### src/hw/ccr_pkg.sv
`default_nettype none

package ccr_pkg;

	// Core clock period at 25 MHz
	localparam int unsigned CLK_PERIOD_NS = 40;

	// Ratio select strap codes and the multiple each one selects
	localparam logic [3:0] RATIO_CODE_X2 = 4'h0;
	localparam logic [3:0] RATIO_CODE_X3 = 4'h1;
	localparam logic [3:0] RATIO_CODE_X4 = 4'h2;
	localparam logic [2:0] RATIO_X2      = 3'h2;
	localparam logic [2:0] RATIO_X3      = 3'h3;
	localparam logic [2:0] RATIO_X4      = 3'h4;

	// Program memory address taken at the end of reset
	localparam logic [31:0] RESET_VECTOR = 32'h0000_0000;
	localparam logic [31:0] FETCH_STEP   = 32'h0000_0001;

	// Identity bits that must be zero for the keeper to be on
	localparam logic [1:0] KEEPER_ID_HIGH = 2'h0;

	// Reset values
	localparam logic [2:0]  RATIO_RESET = RATIO_X2;
	localparam logic [31:0] ADDR_RESET  = 32'h0000_0000;

	// Sequencer states, one-hot
	typedef enum logic [2:0] {
		ST_CAPTURE = 3'b001,
		ST_START   = 3'b010,
		ST_RUN     = 3'b100
	} ccr_state_e;

	// Boot modes, one-hot
	typedef enum logic [4:0] {
		BOOT_NONE     = 5'b00001,
		BOOT_MEMORY   = 5'b00010,
		BOOT_HOST     = 5'b00100,
		BOOT_LINK     = 5'b01000,
		BOOT_RESERVED = 5'b10000
	} ccr_boot_e;

endpackage

`default_nettype wire

### src/hw/ccr_div_if.sv
`default_nettype none

// Divider control and its board-rate outputs
interface ccr_div_if;
	logic       run;
	logic [2:0] ratio;
	logic       tick;
	logic       level;

	modport master (
		output run,
		output ratio,
		input  tick,
		input  level
	);

	modport divider (
		input  run,
		input  ratio,
		output tick,
		output level
	);
endinterface

`default_nettype wire

### src/hw/ccr_top.sv
`default_nettype none

// How it works
// Core runs n times the board clock rate, n being 2, 3 or 4.
// Ratio straps are taken once after reset and then held fixed.
// External port advances on a board-rate enable regardless of n.
// Board keeps its clock running, steady, never below minimum frequency.
// Clock copy output toggles at board clock rate while enabled.
// Clock output disable bit releases the clock copy pin.
// Keeper holds last clock level, enabled only for identity 00x.
// Multiprocessor systems clock other logic from the shared board clock.
// Reset gives known state; fetch then starts at the reset vector.
// System holds the active-low reset asserted while power comes up.
// Boot memory select pin direction follows memory and link boot selects.
// Board ties the boot select pins to fixed levels.
// Boot mode decoded from memory-boot, link-boot and select pin levels.
module ccr_top
	import ccr_pkg::*;
(
	// Clock and reset
	input  wire logic        clk,
	input  wire logic        resetn,
	// Static straps
	input  wire logic [3:0]  core_ratio_select,
	input  wire logic [2:0]  processor_identity_inputs,
	input  wire logic        memory_boot_select,
	input  wire logic        link_boot_select,
	// Configuration bit
	input  wire logic        clock_output_disable,
	// Boot memory select pin
	input  wire logic        boot_memory_select_i,
	output logic             boot_memory_select_o,
	output logic             boot_memory_select_oe,
	input  wire logic        boot_read_active,
	// Clock copy pin
	output logic             clock_copy_output_o,
	output logic             clock_copy_output_oe,
	output logic             clock_copy_keeper_en,
	// Rates
	output logic             core_tick,
	output logic             port_tick,
	output logic [2:0]       core_ratio,
	// Instruction fetch
	output logic [31:0]      fetch_addr,
	output logic             fetch_valid,
	input  wire logic        fetch_ready,
	// Boot status
	output logic [4:0]       boot_mode
);

	ccr_div_if dv ();

	ccr_state_e  state_q;
	logic [2:0]  ratio_q;
	ccr_boot_e   boot_q;
	logic [31:0] addr_q;
	logic        valid_q;
	logic        bms_o_q;
	logic        keep_level_q;

	// Strap code to core multiple; unlisted codes fall back to the slowest
	function automatic logic [2:0] ratio_decode(input logic [3:0] code);
		unique case (code)
			RATIO_CODE_X3: ratio_decode = RATIO_X3;
			RATIO_CODE_X4: ratio_decode = RATIO_X4;
			default:       ratio_decode = RATIO_X2;
		endcase
	endfunction

	// Only memory boot with link boot low drives the select pin
	function automatic logic bms_drives(input logic eb, input logic lb);
		bms_drives = eb && !lb;
	endfunction

	// Boot mode from the three pin levels
	function automatic ccr_boot_e boot_decode(input logic eb, input logic lb, input logic boot_memory_select);
		if (bms_drives(eb, lb)) begin
			boot_decode = BOOT_MEMORY;
		end else if (eb) begin
			boot_decode = BOOT_RESERVED;
		end else if (!lb && boot_memory_select) begin
			boot_decode = BOOT_HOST;
		end else if (lb && boot_memory_select) begin
			boot_decode = BOOT_LINK;
		end else if (!lb) begin
			boot_decode = BOOT_NONE;
		end else begin
			boot_decode = BOOT_RESERVED;
		end
	endfunction

	// Sequencer: capture straps, load the vector, then run
	always_ff @(posedge clk or negedge resetn) begin
		if (!resetn) begin
			state_q <= ST_CAPTURE;
		end else begin
			unique case (state_q)
				ST_CAPTURE: state_q <= ST_START;
				ST_START:   state_q <= ST_RUN;
				ST_RUN:     state_q <= ST_RUN;
			endcase
		end
	end

	// Straps sampled once; later changes are ignored so the ratio stays whole
	always_ff @(posedge clk or negedge resetn) begin
		if (!resetn) begin
			ratio_q <= RATIO_RESET;
			boot_q  <= BOOT_NONE;
		end else if (state_q == ST_CAPTURE) begin
			ratio_q <= ratio_decode(core_ratio_select);
			boot_q  <= boot_decode(memory_boot_select, link_boot_select,
				boot_memory_select_i);
		end
	end

	// Fetch address: vector first, then one step per accepted fetch
	always_ff @(posedge clk or negedge resetn) begin
		if (!resetn) begin
			addr_q  <= ADDR_RESET;
			valid_q <= 1'b0;
		end else if (state_q == ST_START) begin
			addr_q  <= RESET_VECTOR;
			valid_q <= 1'b1;
		end else if (valid_q && fetch_ready) begin
			addr_q  <= 32'(addr_q + FETCH_STEP);
		end
	end

	// Boot chip select is active low while the loader reads
	always_ff @(posedge clk or negedge resetn) begin
		if (!resetn) begin
			bms_o_q <= 1'b1;
		end else begin
			bms_o_q <= !boot_read_active;
		end
	end

	// Keeper tracks the level last driven onto the clock copy pin
	always_ff @(posedge clk or negedge resetn) begin
		if (!resetn) begin
			keep_level_q <= 1'b0;
		end else if (!clock_output_disable) begin
			keep_level_q <= dv.level;
		end
	end

	// Divider runs only once the ratio is fixed
	assign dv.run   = (state_q != ST_CAPTURE);
	assign dv.ratio = ratio_q;

	ccr_divider u_div (
		.clk    (clk),
		.resetn (resetn),
		.dv     (dv)
	);

	// Core advances every cycle, the port once per board period
	assign core_tick  = (state_q == ST_RUN);
	assign port_tick  = dv.tick;
	assign core_ratio = ratio_q;

	// Clock copy pin; when released the keeper alone holds the wire
	assign clock_copy_output_o  = clock_output_disable ? keep_level_q : dv.level;
	assign clock_copy_output_oe = !clock_output_disable;
	assign clock_copy_keeper_en =
		(processor_identity_inputs[2:1] == KEEPER_ID_HIGH);

	// Select pin drives only in memory boot, else it stays an input
	assign boot_memory_select_oe = (boot_q == BOOT_MEMORY);
	assign boot_memory_select_o  = bms_o_q;

	assign fetch_addr  = addr_q;
	assign fetch_valid = valid_q;
	assign boot_mode   = boot_q;

endmodule

`default_nettype wire

### src/hw/ccr_divider.sv
`default_nettype none

module ccr_divider
	import ccr_pkg::*;
(
	// Clock and reset
	input  wire logic clk,
	input  wire logic resetn,
	// Control and board-rate outputs
	ccr_div_if.divider dv
);

	logic [2:0] cnt_q;
	logic [2:0] cnt_d;
	logic [2:0] half;
	logic       tick_q;
	logic       level_q;

	// Next phase count; wraps after ratio core cycles
	always_comb begin
		half = 3'((dv.ratio + 3'h1) >> 1);
		if (!dv.run) begin
			cnt_d = 3'h0;
		end else if (cnt_q == 3'(dv.ratio - 3'h1)) begin
			cnt_d = 3'h0;
		end else begin
			cnt_d = 3'(cnt_q + 3'h1);
		end
	end

	// Phase counter
	always_ff @(posedge clk or negedge resetn) begin
		if (!resetn) begin
			cnt_q <= 3'h0;
		end else begin
			cnt_q <= cnt_d;
		end
	end

	// Tick once per board period, level high for the first half
	always_ff @(posedge clk or negedge resetn) begin
		if (!resetn) begin
			tick_q  <= 1'b0;
			level_q <= 1'b0;
		end else begin
			tick_q  <= dv.run && (cnt_d == 3'h0);
			level_q <= dv.run && (cnt_d < half);  // Odd ratio gives a long high phase
		end
	end

	assign dv.tick  = tick_q;
	assign dv.level = level_q;

endmodule

`default_nettype wire

### config.mk
export PLATFORM = sky130hd
export DESIGN_NAME = ccr_top
export DESIGN_NICKNAME = d
export VERILOG_FILES = /design/src/hw/ccr_pkg.sv /design/src/hw/ccr_div_if.sv /design/src/hw/ccr_top.sv /design/src/hw/ccr_divider.sv
export SDC_FILE = /design/constraint.sdc
export NUM_CORES = 1
export LEC_CHECK = 0
export BUFFER_PORTS_ARGS = -buffer_cell sky130_fd_sc_hd__buf_2
export CAP_MARGIN = 20
export CORE_MARGIN = 5
export CORE_UTILIZATION = 45
export CTS_CLUSTER_DIAMETER = 120
export DETAILED_ROUTE_END_ITERATION = 16
export PLACE_DENSITY = 0.7
export SYNTH_ARGS = -nofsm -noshare
export SYNTH_HDL_FRONTEND = slang
export SYNTH_SLANG_ARGS = --single-unit
### constraint.sdc
create_clock -name clk -period 4.45 [get_ports clk]
set_clock_uncertainty 0.05 [all_clocks]
set_input_delay 0.6675 -clock clk [delete_from_list [all_inputs] [get_ports clk]]
set_output_delay 0.6675 -clock clk [all_outputs]
set_load 0.02 [all_outputs]
==> summary.md <==
| Metric | Value |
|---|---|
| Status | finished clean |
| Number of top-level pins | 63 |
| Power Total | 1.239 mW |
| Cts hold-fix bufs | 0 |
| Internal power component | 0.8104 mW |
| Unique cell type count in the Yosys netlist | 41 |
| Proportion of synthesized chip area in sequential cells | 0.4879 |
| Comb power frac | 0.304 |
| Main synth FF type | dfrtp_1 |
| Maximum level of the CTS H-tree | 2 |
| Aggregate global-route resource usage | 0.1564 |
| Routed vias/inst | 5.573 |
| VDD IR max | 0.2519 mV |
| Count of antenna diodes in the layout | 0 |
| Worst endpoint required time | 4.61 ns |
| Sequential cell fraction of total power | 0.480 |
| Max-slew violation total from the final report | 0 |
| YS warnings | 0 |
| Fill cells | 535 |
| Routability Congestion | 0.7253 |
| Area share of fa/ha/maj cells after synthesis | 0.02382 |
| Slew @ Worst Pin | 0.6267 ns |
| Largest family of logic cells by synthesized area | simple AND/OR/NAND/NOR gates |
| Port Buf Inserts | 61 |
| Critical Path, Cell by Cell | inv_1 > ha_1 > xor3_1 > o31ai_1 > nor2_1 > ha_1 > a211oi_1 |
| Cell accounting for the most synthesized area | dfrtp_1 |
| Switching share of total power | 0.3461 |
| Leading cell type in the layout, fill and taps excluded | buf_2 |
| Grt ovf | 0 |
| Placeable core region | 5574 um^2 |
| Die boundary height | 86.40 um |
| Slowest library cell on the worst path | dfstp_2 |
| Effective utilization at floorplan | 0.4712 |
| Kind of start point of the critical path | register |
| Max-slew headroom | 0.5822 |
| Multiplexer fraction of the synthesized cell area | 0.008576 |
| Cells after synthesis | 267 |
| Nature of the critical path endpoint | register |
| Net count after synthesis | 287 |
| Kind of path behind the tightest hold check | in2async |
| Gate family responsible for the most delay along the worst path | compound AO/OA/AOI/OAI gates |
| Violation count after the first detailed-route iteration | 99 |
| Fin Setup TNS | 0 ns |
| Leakage component of the power | 1.412 nW |
| Power density over the cells | 403.6 nW/um^2 |
| Fin. Hold Viols | 0 |
| Master cell of the clock root buffer | clkbuf_8 |
| RSZ-0062 raised after global routing | no |
| Nets | 345 |
| Final critical-path share of the clock period | 0.5335 |
| Number of register bits inferred by synthesis | 51 |
| Number of buffers inserted to repair setup after CTS | 0 |
| First-pass GRT wire length | 9528 um |
| Critical path class | reg2reg |
| Number of iterations in the first detailed-routing pass | 4 |
| Critical Path AT | 2.54 ns |
| Vias in the first global route | 2070 |
| Post-cts resize count | 0 |
| Clock buffer count from CTS | 5 |
| # clock sinks | 51 |
| Cell Rows | 27 |
| Routed wire per std cell | 13.87 um |
| Highest Clock Rate | 0.4212 GHz |
| Number of nets still failing antenna checks after routing | 0 |
| Floorplan die area | 7464 um^2 |
| CP most frequent cell | ha_1 |
| Switching power of the nets | 0.4289 mW |
| Fraction of registers with async set or reset after synthesis | 1.000 |
| Area growth, synth to finish | 16.91% |
| Maximum number of pins on one net before global-route repair | 52 |
| Area fraction in compound gates after synthesis | 0.1286 |
| Simple-Gate Fraction of Synth Area | 0.2592 |
| Syn_area_per_cell | 9.836 um^2 |
| Clk Latency, worst-skew pair | 0.30 ns |
| Commonest non-fill, non-tap cells in the layout | buf_2, dfrtp_1, nand2_1 |
| Cells on worst reg2reg path | 7 |
| Antenna violations before repair | 0 |
| Synth top area cells | dfrtp_1, o31ai_1, or4_1 |
| Biggest cell delay along the critical path | 0.55 ns |
| Minimum period implied by the final worst setup slack | 2.374 ns |
| Number of maximum-capacitance constraint violations | 0 |
| Total wire length | 5521 um |
| Setup-violating endpoint count in the final report | 0 |
| Cell depth of the worst setup path | 7 |
| Vias | 2218 |
| Share of power burned in the clock network | 0.217 |
| Fraction of synthesized cell area in xor and xnor cells | 0.05241 |
| Yosys top cell area share | 0.4478 |
| Die boundary width | 86.40 um |
| Proportion of layout cells with a drive suffix above 1 | 0.2607 |
| Number of synthesized flops with an enable pin | 0 |
| Synthesized area | 2626 um^2 |
| Maximum fanout along the worst path | 4 |
| Drt drc | 0 |
| Total buffers and inverters traversed by the critical path | 1 |
| TritonCTS clock tree | built |
| Number of buffers between clock root and the deepest sink | 2 |
| Post-DP HPWL | 4006 um |
| CTS clock-pin slew for the worst setup and hold paths | 0.09 ns |
flip-flops by register name, indices dropped and copies added (netlist names):
register / cells
boot_memory_select_o: 1
core_ratio: 3
fetch_addr: 32
u_div.dv.level: 1
u_div.dv.tick: 1
u_div.cnt_q: 3
boot_mode: 5
keep_level_q: 1
fetch_valid: 1
state_q: 3
synthesized netlist by cell type, drive strengths merged (5+ instances only):
cell	number
nor2	14
clkbuf	6
xor2	7
ha	5
dfrtp	47
nand3	13
buf	6
o31ai	20
and4	6
o21ai	7
a21oi	24
inv	10
or4	18
nand4	10
nand2	25
xnor2	6
or3	7
worst reg2reg max path: cells and delay by family (launching register included):
family	cells	cell delay, ns
AOI/OAI and AO/OA	2	0.62
adders and majority gates	2	0.52
buffers and inverters	1	0.05
DFF	1	0.55
xor gates and xnor gates	1	0.37
and+or+nand+nor	1	0.12
area by class of cell:
class | count | area (um^2) | share of cell area
sequential | 51 | 1281 | 0.4173
multi-input combinational | 194 | 1250 | 0.4071
timing repair buffer | 63 | 320.3 | 0.1043
tap | 72 | 90.09 | 0.02934
clock buffer | 7 | 86.33 | 0.02812
inverter | 10 | 37.54 | 0.01222
clock inverter | 1 | 5.005 | 0.001630
routing by layer:
| layer | up-vias | GRT usage | wire length (um) |
|---|---|---|---|
| li1 | 1107 | - | - |
| met1 | 1073 | 0.1958 | 2492 |
| met2 | 32 | 0.2719 | 2779 |
| met3 | 6 | 0.03137 | 190 |
| met4 | 0 | 0.04674 | 59 |
| met5 | - | 0 | 0 |
through the flow:
step                  util  hold slack, ns  setup slack, ns  area, um^2  std cells
finish              0.5508          0.4151            2.076        3070        398
global route        0.5508          0.4088            1.881        3070        398
CTS                 0.5508          0.4081            2.062        3070        398
detailed placement  0.5345          0.4352            2.065        2979        390
global placement    0.5345          0.4191            2.111        2979        390
floorplan                -          0.3219            2.198        2626        267
cells by family after synthesis:
logic type / after synthesis
compound gates: 55
xor+xnor: 14
fa+ha+maj: 5
buf+inv: 22
flops: 51
mux: 2
other cells: 1
simple gates: 117
final timing paths:
check / start / end / slack, ns
setup / recovery: core_ratio[1] / u_div.dv.level / 2.08
hold / removal: resetn / boot_mode[1] / 0.42
setup reg to reg: core_ratio[1] / u_div.dv.level / 2.08
hold reg to reg: boot_mode[0] / boot_mode[0] / 0.44
max in group asynchronous: resetn / fetch_valid / 3.51
min in group clk: boot_read_active / boot_memory_select_o / 0.42
power by group through the flow:
stage	sequential [mW]	combinational [mW]	clock (mW)
finish	0.594	0.376	0.269
global route	0.609	0.433	0.298
CTS	0.596	0.383	0.280
detailed placement	0.605	0.382	0
global placement	0.603	0.369	0
floorplan	0.646	0.217	0
Power figures use the tool's default switching activity.
